==> src/design/ats_params.svh <==
// Purpose: Offsets, field positions, reset values and timing counts of the sequencer
// Assumes: Included by the sequencer, the conversion timer, the checks and the bench by bare name
// Notes: Definitions only
`ifndef ATS_PARAMS_SVH
`define ATS_PARAMS_SVH

// Register addresses
`define ATS_ADDR_CHANNEL 32'h40001058
`define ATS_ADDR_CONFIG 32'h40001059
`define ATS_ADDR_TOUCH_CTRL 32'h4000105a
`define ATS_ADDR_CONV_CTRL 32'h4000105b
`define ATS_ADDR_RESULT 32'h4000105c
`define ATS_ADDR_TEMP 32'h4000105d
`define ATS_ADDR_IRQ_FLAG 32'h4000105e
`define ATS_ADDR_CHARGE_CNT 32'h4000105f

// Control register fields
`define ATS_CTRL_START_BIT 0
`define ATS_CTRL_TOUCH_EN_BIT 3
`define ATS_CTRL_TOUCH_ACT_BIT 4
`define ATS_CTRL_CHARGING_BIT 5
`define ATS_CTRL_EOC_BIT 7

// Configuration register fields
`define ATS_CFG_POWER_BIT 0
`define ATS_CFG_BUFFER_BIT 1
`define ATS_CFG_DIFF_BIT 2
`define ATS_CFG_GAIN_LSB 4
`define ATS_CFG_DIV_LSB 6

// Other fields
`define ATS_TEMP_POWER_BIT 7
`define ATS_IRQ_FLAG_BIT 7

// Reset values
`define ATS_RST_CONFIG 8'h80
`define ATS_RST_CHANNEL 4'h0
`define ATS_RST_TEMP 8'h04
`define ATS_RST_COUNT 8'h00

// Conversion timing in converter clocks
`define ATS_SAMPLE_TICKS 4'h4
`define ATS_CONVERT_TICKS 4'hc
`define ATS_GAP_TICKS 4'h1

// Touch timing in system clocks
`define ATS_DISCH_SHORT 8'h08
`define ATS_DISCH_LONG 8'h0e
`define ATS_CHARGE_LIMIT 8'h80

// Data coding
`define ATS_MIDPOINT 12'h800
`define ATS_TEMP_CHANNEL 4'hf

`endif

==> src/design/ats_pkg.sv <==
// Purpose: Types shared by the sequencer modules
// Assumes: Constants live in ats_params.svh
// Notes: Types only
`default_nettype none
package ats_pkg;
  typedef enum logic [1:0] {
    CONV_IDLE = 2'b00,
    CONV_SAMPLE = 2'b01,
    CONV_CONVERT = 2'b10,
    CONV_GAP = 2'b11
  } ats_conv_state_t;

  typedef enum logic [1:0] {
    TK_IDLE = 2'b00,
    TK_CHARGE = 2'b01,
    TK_DISCHARGE = 2'b10,
    TK_CONVERT = 2'b11
  } ats_touch_state_t;

  typedef logic [11:0] ats_sample_t;
  typedef logic [3:0] ats_channel_t;
endpackage
`default_nettype wire

==> src/design/ats_conv_if.sv <==
// Purpose: Handshake between the register side and the conversion timer
// Assumes: All signals in the core_clk domain
// Notes: Start requests are one-cycle pulses; the stop request also stays high while power is off
`default_nettype none
interface ats_conv_if;
  logic tick;
  logic startReq;
  logic stopReq;
  logic busy;
  logic sampling;
  logic converting;
  logic done;

  modport ctl (output tick, output startReq, output stopReq,
               input busy, input sampling, input converting, input done);
  modport core (input tick, input startReq, input stopReq,
                output busy, output sampling, output converting, output done);
endinterface
`default_nettype wire

==> src/design/ats_sequencer.sv <==
// Purpose: Register file, conversion control and touch sequencer of the converter
// Assumes: Plain register port, read data one cycle after the read strobe
// Notes: The analog front end sits outside; it returns convValue at conversion end
//
// Overview of operation
// [RL1] A conversion samples four converter clocks then converts for twelve.
// [RL2] Back-to-back conversions get one extra converter clock between them.
// [RL3] Converter clock is the system clock divided by the programmed factor.
// [RL4] Start bit launches on one, reads one while busy, self-clears, zero stops.
// [RL5] End status reads one after completion, zero while converting.
// [RL6] The twelve-bit result is placed in the result register on completion.
// [RL7] Differential channel 0 is input0 minus input2, channel 1 input1 minus input3.
// [RL8] Differential results are coded around 0x800 midpoint.
// [RL9] Channel fifteen routes the powered temperature sensor to the converter.
// [RL10] Software discards the first result after configuring a channel.
// [RL11] Touch control and conversion control are one register at two addresses.
// [RL12] Activity bit covers charge, discharge and conversion; charging bit only charge.
// [RL13] Touch enable bit powers the touch module.
// [RL14] Write-only charge count gives charge time in system clocks, at least sixteen.
// [RL15] Discharge lasts eight clocks below count 128, fourteen from 128 up.
// [RL16] Software rounds charge counts up to sixteen and 110..127 to 128.
// [RL17] Software sets single-ended, buffer on and 0dB or -6dB before touch.
// [RL18] A write to the touch control register clears the completion flag.
// [RL19] Writing the charge count starts charge, discharge, then conversion.
// [RL20] Service routine reads result, clears flag, selects channel, starts detection.
// [RL21] Completion flag sets at conversion end and stays until a control write.
// [RL22] Converter power enable one turns the converter on, zero off.
// [RL23] Result register holds the last completed value until the next one.
//
// The implementer's own choice: strobed register access.
`default_nettype none
`include "ats_params.svh"
module ats_sequencer #(
  parameter int DIV_W = 4
) (
  input wire logic core_clk,
  input wire logic rst_n,
  input wire logic [31:0] regAddr,
  input wire logic [15:0] regWdata,
  input wire logic regWrite,
  input wire logic regRead,
  output logic [15:0] regRdata,
  input wire ats_pkg::ats_sample_t convValue,
  output logic convPowerEnable,
  output logic inputBufferEnable,
  output logic [1:0] ampGainSelect,
  output logic differentialEnable,
  output ats_pkg::ats_channel_t muxPositive,
  output ats_pkg::ats_channel_t muxNegative,
  output logic tempSensorPower,
  output logic tempSensorRoute,
  output logic touchModuleEnable,
  output logic touchChargeDrive,
  output logic touchDischargeDrive,
  output logic sampleHold,
  output logic convertPhase
);
  import ats_pkg::*;

  ats_conv_if conv ();

  logic [7:0] configReg;
  ats_channel_t channelSelect;
  logic [7:0] tempReg;
  logic touchEnable;
  logic endStatus;
  logic irqFlag;
  ats_sample_t result;
  ats_touch_state_t touchState;
  logic [7:0] touchCount;
  logic [7:0] chargeCount;
  logic ctrlWrite;
  logic countWrite;
  logic startWrite;
  logic stopWrite;
  logic touchLaunch;
  logic powerOn;
  logic diffMode;
  logic [DIV_W-1:0] divFactor;
  logic [7:0] ctrlValue;
  logic [15:0] next_rdata;

  // Address decode of the write strobe
  assign ctrlWrite = regWrite &&
                     (regAddr == `ATS_ADDR_CONV_CTRL || regAddr == `ATS_ADDR_TOUCH_CTRL); // [RL11]
  assign countWrite = regWrite && (regAddr == `ATS_ADDR_CHARGE_CNT);
  assign powerOn = configReg[`ATS_CFG_POWER_BIT];
  assign diffMode = configReg[`ATS_CFG_DIFF_BIT];
  assign startWrite = ctrlWrite && regWdata[`ATS_CTRL_START_BIT] && powerOn;
  assign stopWrite = ctrlWrite && !regWdata[`ATS_CTRL_START_BIT];
  assign touchLaunch = countWrite && touchEnable && powerOn && (touchState == TK_IDLE);

  // Requests to the conversion timer
  assign conv.startReq = (startWrite && touchState == TK_IDLE) || // [RL4]
                         (touchState == TK_DISCHARGE && touchCount <= 8'h01); // [RL19]
  assign conv.stopReq = stopWrite || !powerOn; // [RL4] [RL22]

  // Converter clock is the system clock divided by factor code plus one
  assign divFactor = DIV_W'(configReg[7:`ATS_CFG_DIV_LSB]) + DIV_W'(1); // [RL3]

  ats_clk_div #(
    .W(DIV_W)
  ) u_div (
    .core_clk(core_clk),
    .rst_n(rst_n),
    .enable(powerOn),
    .factor(divFactor),
    .tick(conv.tick)
  );

  ats_conv_timer u_timer (
    .core_clk(core_clk),
    .rst_n(rst_n),
    .conv(conv)
  );

  // Configuration, channel and temperature sensor registers
  always_ff @(posedge core_clk) begin
    if (!rst_n) begin
      configReg <= `ATS_RST_CONFIG;
      channelSelect <= `ATS_RST_CHANNEL;
      tempReg <= `ATS_RST_TEMP;
    end else if (regWrite) begin
      if (regAddr == `ATS_ADDR_CONFIG) begin
        configReg <= regWdata[7:0]; // [RL22]
      end else if (regAddr == `ATS_ADDR_CHANNEL) begin
        channelSelect <= regWdata[3:0];
      end else if (regAddr == `ATS_ADDR_TEMP) begin
        tempReg <= regWdata[7:0];
      end
    end
  end

  // Touch enable bit lives in the shared control register
  always_ff @(posedge core_clk) begin
    if (!rst_n) begin
      touchEnable <= 1'b0;
    end else if (ctrlWrite) begin
      touchEnable <= regWdata[`ATS_CTRL_TOUCH_EN_BIT]; // [RL13] [RL11]
    end
  end

  // Completion flag: set wins over the clearing control write
  always_ff @(posedge core_clk) begin
    if (!rst_n) begin
      irqFlag <= 1'b0;
    end else if (conv.done) begin
      irqFlag <= 1'b1; // [RL21]
    end else if (ctrlWrite) begin
      irqFlag <= 1'b0; // [RL18] [RL21]
    end
  end

  // End status: low from launch until completion
  always_ff @(posedge core_clk) begin
    if (!rst_n) begin
      endStatus <= 1'b0;
    end else if (conv.done) begin
      endStatus <= 1'b1; // [RL5]
    end else if (conv.startReq) begin
      endStatus <= 1'b0; // [RL5]
    end
  end

  // Result capture, midpoint coding for differential mode
  always_ff @(posedge core_clk) begin
    if (!rst_n) begin
      result <= '0;
    end else if (conv.done) begin
      if (diffMode) begin
        result <= convValue + `ATS_MIDPOINT; // [RL8] [RL6]
      end else begin
        result <= convValue; // [RL6]
      end
    end
  end // Held otherwise [RL23]

  // Write-only charge count
  always_ff @(posedge core_clk) begin
    if (!rst_n) begin
      chargeCount <= `ATS_RST_COUNT;
    end else if (countWrite) begin
      chargeCount <= regWdata[7:0]; // [RL14]
    end
  end

  // Touch sequence: charge, discharge, then a conversion
  always_ff @(posedge core_clk) begin
    if (!rst_n || stopWrite || !powerOn || !touchEnable) begin
      touchState <= TK_IDLE;
      touchCount <= '0;
    end else begin
      case (touchState)
        TK_IDLE: begin
          if (touchLaunch) begin
            touchState <= TK_CHARGE; // [RL19]
            touchCount <= regWdata[7:0]; // [RL14]
          end
        end
        TK_CHARGE: begin
          if (touchCount <= 8'h01) begin
            touchState <= TK_DISCHARGE;
            if (chargeCount < `ATS_CHARGE_LIMIT) begin
              touchCount <= `ATS_DISCH_SHORT; // [RL15]
            end else begin
              touchCount <= `ATS_DISCH_LONG; // [RL15]
            end
          end else begin
            touchCount <= touchCount - 8'h01;
          end
        end
        TK_DISCHARGE: begin
          if (touchCount <= 8'h01) begin
            touchState <= TK_CONVERT; // [RL19]
            touchCount <= '0;
          end else begin
            touchCount <= touchCount - 8'h01;
          end
        end
        default: begin
          if (conv.done) begin
            touchState <= TK_IDLE;
          end
        end
      endcase
    end
  end

  // Shared control register image
  always_comb begin
    ctrlValue = 8'h00;
    ctrlValue[`ATS_CTRL_START_BIT] = conv.busy; // [RL4]
    ctrlValue[`ATS_CTRL_TOUCH_EN_BIT] = touchEnable;
    ctrlValue[`ATS_CTRL_TOUCH_ACT_BIT] = (touchState != TK_IDLE); // [RL12]
    ctrlValue[`ATS_CTRL_CHARGING_BIT] = (touchState == TK_CHARGE); // [RL12]
    ctrlValue[`ATS_CTRL_EOC_BIT] = endStatus; // [RL5]
  end

  // Read mux; unmapped and write-only addresses read zero
  always_comb begin
    next_rdata = 16'h0000;
    if (regAddr == `ATS_ADDR_CONV_CTRL || regAddr == `ATS_ADDR_TOUCH_CTRL) begin
      next_rdata = {8'h00, ctrlValue}; // [RL11]
    end else if (regAddr == `ATS_ADDR_CONFIG) begin
      next_rdata = {8'h00, configReg};
    end else if (regAddr == `ATS_ADDR_CHANNEL) begin
      next_rdata = {12'h000, channelSelect};
    end else if (regAddr == `ATS_ADDR_TEMP) begin
      next_rdata = {8'h00, tempReg};
    end else if (regAddr == `ATS_ADDR_RESULT) begin
      next_rdata = {4'h0, result}; // [RL6]
    end else if (regAddr == `ATS_ADDR_IRQ_FLAG) begin
      next_rdata = {8'h00, irqFlag, 7'h00};
    end
  end

  // Read data stands only in the cycle after the strobe
  always_ff @(posedge core_clk) begin
    if (!rst_n || !regRead) begin
      regRdata <= 16'h0000;
    end else begin
      regRdata <= next_rdata;
    end
  end

  // Analog front end controls
  always_ff @(posedge core_clk) begin
    if (!rst_n) begin
      convPowerEnable <= 1'b0;
      inputBufferEnable <= 1'b0;
      ampGainSelect <= 2'b00;
      differentialEnable <= 1'b0;
      tempSensorPower <= 1'b0;
      touchModuleEnable <= 1'b0;
    end else begin
      convPowerEnable <= powerOn; // [RL22]
      inputBufferEnable <= configReg[`ATS_CFG_BUFFER_BIT];
      ampGainSelect <= configReg[`ATS_CFG_GAIN_LSB +: 2];
      differentialEnable <= diffMode;
      tempSensorPower <= tempReg[`ATS_TEMP_POWER_BIT];
      touchModuleEnable <= touchEnable; // [RL13]
    end
  end

  // Input multiplexer selection
  always_ff @(posedge core_clk) begin
    if (!rst_n) begin
      muxPositive <= 4'h0;
      muxNegative <= 4'h0;
      tempSensorRoute <= 1'b0;
    end else begin
      muxPositive <= channelSelect;
      muxNegative <= 4'h0;
      if (diffMode && channelSelect == 4'h0) begin
        muxNegative <= 4'h2; // [RL7]
      end else if (diffMode && channelSelect == 4'h1) begin
        muxNegative <= 4'h3; // [RL7]
      end
      tempSensorRoute <= (channelSelect == `ATS_TEMP_CHANNEL) &&
                         tempReg[`ATS_TEMP_POWER_BIT]; // [RL9]
    end
  end

  // Phase drives to the front end and the touch electrode
  always_ff @(posedge core_clk) begin
    if (!rst_n) begin
      sampleHold <= 1'b0;
      convertPhase <= 1'b0;
      touchChargeDrive <= 1'b0;
      touchDischargeDrive <= 1'b0;
    end else begin
      sampleHold <= conv.sampling; // [RL1]
      convertPhase <= conv.converting; // [RL1]
      touchChargeDrive <= (touchState == TK_CHARGE);
      touchDischargeDrive <= (touchState == TK_DISCHARGE);
    end
  end
endmodule
`default_nettype wire

==> src/design/ats_clk_div.sv <==
// Purpose: Converter clock enable from the system clock
// Assumes: Divide factor is held stable while enabled
// Notes: Tick is a one-cycle pulse every factor cycles
`default_nettype none
module ats_clk_div #(
  parameter int W = 4
) (
  input wire logic core_clk,
  input wire logic rst_n,
  input wire logic enable,
  input wire logic [W-1:0] factor,
  output logic tick
);
  logic [W-1:0] count;

  // Free count that restarts whenever the converter is off
  always_ff @(posedge core_clk) begin
    if (!rst_n || !enable) begin
      count <= '0;
      tick <= 1'b0;
    end else if (count >= factor - W'(1)) begin
      count <= '0;
      tick <= 1'b1;
    end else begin
      count <= count + W'(1);
      tick <= 1'b0;
    end
  end
endmodule
`default_nettype wire

==> src/design/ats_conv_timer.sv <==
// Purpose: Sample, convert and gap phases of one conversion
// Assumes: Tick is the converter clock enable
// Notes: A start during the gap waits for the gap to end
`default_nettype none
`include "ats_params.svh"
module ats_conv_timer (
  input wire logic core_clk,
  input wire logic rst_n,
  ats_conv_if.core conv
);
  import ats_pkg::*;

  ats_conv_state_t state;
  logic [3:0] phaseCount;
  logic pending;

  // Start requests are held until the sequencer can take them
  always_ff @(posedge core_clk) begin
    if (!rst_n || conv.stopReq) begin
      pending <= 1'b0;
    end else if (conv.startReq) begin
      pending <= 1'b1;
    end else if (state == CONV_IDLE) begin
      pending <= 1'b0;
    end
  end

  // Phase sequencer counted in converter clocks
  always_ff @(posedge core_clk) begin
    if (!rst_n || conv.stopReq) begin
      state <= CONV_IDLE;
      phaseCount <= '0;
    end else begin
      case (state)
        CONV_IDLE: begin
          phaseCount <= '0;
          if (pending) begin
            state <= CONV_SAMPLE;
          end
        end
        CONV_SAMPLE: begin
          if (conv.tick) begin
            if (phaseCount == `ATS_SAMPLE_TICKS - 4'h1) begin // [RL1]
              state <= CONV_CONVERT;
              phaseCount <= '0;
            end else begin
              phaseCount <= phaseCount + 4'h1;
            end
          end
        end
        CONV_CONVERT: begin
          if (conv.tick) begin
            if (phaseCount == `ATS_CONVERT_TICKS - 4'h1) begin // [RL1]
              state <= CONV_GAP;
              phaseCount <= '0;
            end else begin
              phaseCount <= phaseCount + 4'h1;
            end
          end
        end
        default: begin
          if (conv.tick) begin
            if (phaseCount == `ATS_GAP_TICKS - 4'h1) begin // [RL2]
              state <= CONV_IDLE;
              phaseCount <= '0;
            end else begin
              phaseCount <= phaseCount + 4'h1;
            end
          end
        end
      endcase
    end
  end

  // Phase flags and the completion pulse
  always_ff @(posedge core_clk) begin
    if (!rst_n || conv.stopReq) begin
      conv.done <= 1'b0;
    end else begin
      conv.done <= (state == CONV_CONVERT) && conv.tick &&
                   (phaseCount == `ATS_CONVERT_TICKS - 4'h1);
    end
  end

  assign conv.sampling = (state == CONV_SAMPLE);
  assign conv.converting = (state == CONV_CONVERT);
  assign conv.busy = pending || (state == CONV_SAMPLE) || (state == CONV_CONVERT);
endmodule
`default_nettype wire

==> config.mk <==
export PLATFORM = sky130hd
export DESIGN_NAME = ats_sequencer
export DESIGN_NICKNAME = d
export VERILOG_FILES = /design/src/design/ats_pkg.sv /design/src/design/ats_conv_if.sv /design/src/design/ats_sequencer.sv /design/src/design/ats_clk_div.sv /design/src/design/ats_conv_timer.sv
export VERILOG_INCLUDE_DIRS = /design/src /design/src/design
export SDC_FILE = /design/constraint.sdc
export NUM_CORES = 1
export LEC_CHECK = 0
export BUFFER_PORTS_ARGS = -buffer_cell sky130_fd_sc_hd__buf_2
export CAP_MARGIN = 10
export CORE_UTILIZATION = 35
export CTS_BUF_LIST = sky130_fd_sc_hd__clkbuf_16
export DETAILED_ROUTE_END_ITERATION = 10
export GPL_TIMING_DRIVEN = 1
export SLEW_MARGIN = 25
export SYNTH_ARGS = -nofsm -noshare
export SYNTH_HDL_FRONTEND = slang
export SYNTH_HIERARCHICAL = 1
export SYNTH_SLANG_ARGS = --single-unit
==> constraint.sdc <==
create_clock -name core_clk -period 6.23 [get_ports core_clk]
set_clock_uncertainty 0.1 [all_clocks]
set_input_delay 0.623 -clock core_clk [delete_from_list [all_inputs] [get_ports core_clk]]
set_output_delay 0.623 -clock core_clk [all_outputs]
set_load 0.01 [all_outputs]
==> run metrics <==
critical path startpoint category primary input; pwr dens ~220 nW/um^2; area occupied by multi-input gates 2420 um^2; Arrival @ worst endpoint around 2900 ps; total chip power between 1 and 1.5 mW; initial antenna violation count 0; Starting DRT DRC Count 166; fraction of layout cells with a size suffix above 1 0.233; FF+latch count, synth between 80 and 90; Max clock buf depth 2; maximum VDD drop ~0.11 mV; Seq. cell area approximately 1800 um^2; gpl congestion roughly 0.85; CP Class in2reg; Sequential Power Share 0.503; Pre-antenna DRT Iters 5; core footprint about 12000 um^2; via count of the first global-routing pass 3540; DRC viols 0; CTS root buf clkbuf_16; Clock Power Share 0.452; worst-skew pair later-pin latency 350 ps; Post-CTS Setup Inserts 0; Net Sw Power roughly 270 uW; H-tree depth 3; n_diodes 0; largest net degree at the start of global routing 58; worst-path fanout max 7; asr flop ratio synth 0; Switching Share 0.235; Final setup violation count 0; status complete, no violations; Overflow after GRT 0; dpl hpwl roughly 7900 um; Clock Sinks 89; post-CTS resize count 0; Initial Util 0.362; io pins 100; CTS clk-pin slew, worst paths about 70 ps; P_leak between 2 and 2.5 nW; Final Slew Violations 0; commonest non-fill, non-tap cell in the layout dfxtp_1; Fillers 1203; Tightest Pin Transition around 970 ps; Worst Hold Class reg2reg; Netlist cell types 65; max cap viols 0; syn_area_per_cell 9.70 um^2; nets 616; GRT Total Usage 0.177; Slowest-stage cell, CP or3b_1; first-pass GRT wire length ~18000 um; final worst path period need 2810 ps; Rel. slew slack 0.353; Post-synth EDFFs 0; die area 12900 um^2; Ys Warns 6; Die H between 100 and 150 um; Tcrit/Tclk final 0.452; # port buffers 85; commonest non-fill, non-tap cells in the layout 89 x dfxtp_1, 85 x buf_2, 39 x nor2b_1; Avg WL per Cell about 15 um; Die Wd 114 um; Hold Buf Count CTS 0; Fin. Hold Viols 0; Vias/cell between 4 and 5; Max Freq around 360 MHz; post-route antenna net violation count 0; Num CTS Buffers 9; CTS tree built; CP required approximately 6400 ps; logic gate share of total power 0.045; crit-path max cell delay about 520 ps; Post-Route Setup TNS 0 ps; Final Routed Wirelength about 11000 um; area grow syn2layout 19.1%; internal power a little under 900 uW; cells after synthesis between 400 and 500; Rows 40; via count roughly 3500; Cell Chain, Critical Path buf_2, or3b_1, nor4_4, nand4_1, o21ai_0, nand2b_1, nor3_1, mux2_1; synthesized cell area about 4400 um^2; unrepaired setup endpoints after global routing no; CP endpoint kind flop; sequential fraction of the synthesis area 0.408; Synth Flop Type dfxtp_1
==> sequential cells by signal, summed over array words and instances, names as in the netlist, 2 cells and up <==
register            cells
touchCount              8
muxNegative             2
result                 12
u_timer/state           2
touchState              2
ampGainSelect           2
tempReg                 8
regRdata               12
u_div/count             4
configReg               8
channelSelect           4
muxPositive             4
u_timer/phaseCount      4
==> kinds of logic (layout without fill, tap and decap cells) <==
kind of cell / Yosys count / count (layout) / synth area share
multiplexers: 42 / 42 / 0.105
other: 1 / 7 / 0.000859
AND/OR/NAND/NOR: 182 / 182 / 0.252
XOR/XNOR: 9 / 9 / 0.0181
flip-flops: 89 / 89 / 0.408
buffers and inverters: 40 / 121 / 0.0416
adder cells (fa/ha/maj): 20 / 20 / 0.0573
AO/OA/AOI/OAI: 67 / 67 / 0.116
==> per-stage QoR <==
step / setup slack [ps] / cells / area (um^2) / utilization / hold WS, ps
2_1_floorplan: 3560 / 456 / 4390 / - / 324
3_3_place_gp: 3080 / 689 / 4920 / 0.408 / 336
3_5_place_dp: 3030 / 689 / 4920 / 0.408 / 345
4_1_cts: 3400 / 705 / 5200 / 0.431 / 361
5_1_grt: 3230 / 705 / 5200 / 0.431 / 395
6_report: 3420 / 705 / 5200 / 0.431 / 362
==> final timing paths <==
path | from | endpoint | slack [ps] | cells past startpoint
worst max-delay path | regAddr[5] | u_timer/state[0]$_SDFFE_PP0P_ | 3420 | 8
worst min-delay path | result[8]$_SDFFE_PN0P_ | regRdata[8]$_SDFF_PP0_ | 360 | 1
worst max register to register | touchCount[2]$_SDFFE_PP0P_ | touchCount[3]$_SDFFE_PP0P_ | 4080 | 5
worst min register to register | result[8]$_SDFFE_PN0P_ | regRdata[8]$_SDFF_PP0_ | 360 | 1
==> routing by layer <==
metal	up-vias	wire length [um]	global-route usage
met4	0	176	0.0693
met5	-	0	0
met2	94	5090	0.291
li1	1751	-	-
met3	15	523	0.0441
met1	1606	4820	0.221
==> worst max-delay path, delay by kind of cell <==
kind            cells  cell delay, ps
compound gates      1             280
buf+inv             1              90
mux                 1             310
simple gates        5            1630
==> power groups by stage <==
stage	sequential [mW]	combinational, mW	clock (mW)
final	0.569	0.0510	0.511
after global routing	0.568	0.0557	0.549
after CTS	0.569	0.0512	0.525
after detailed placement	0.582	0.0510	0
after global placement	0.582	0.0502	0
after floorplan	0.582	0.0262	0
==> cells in the mapped netlist, types with 6 or more instances <==
cell	number	area [um^2]
dfxtp_1	89	1780
nor2b_1	39	244
mux2i_1	38	380
nor2_1	25	93.8
nand2_1	24	90.1
and2_1	20	125
ha_1	20	250
inv_1	19	71.3
a21oi_1	15	75.1
nor3_1	14	70.1
clkbuf_1	11	41.3
nand3_1	11	55.1
xnor2_1	8	70.1
nand4_1	7	43.8
buf_4	6	45.0
nor3b_1	6	45.0
o211ai_1	6	45.0
o21ai_1	6	30.0
==> final cells by class <==
type                            instances  area share
Inverter                               19      0.0137
Timing Repair Buffer                   86      0.0833
Multi-Input combinational cell        327       0.466
Sequential cell                        89       0.343
Clock buffer                            9      0.0433
Clock inverter                          7      0.0103
Tap cell                              168      0.0404
Power figures use the tool's default switching activity.
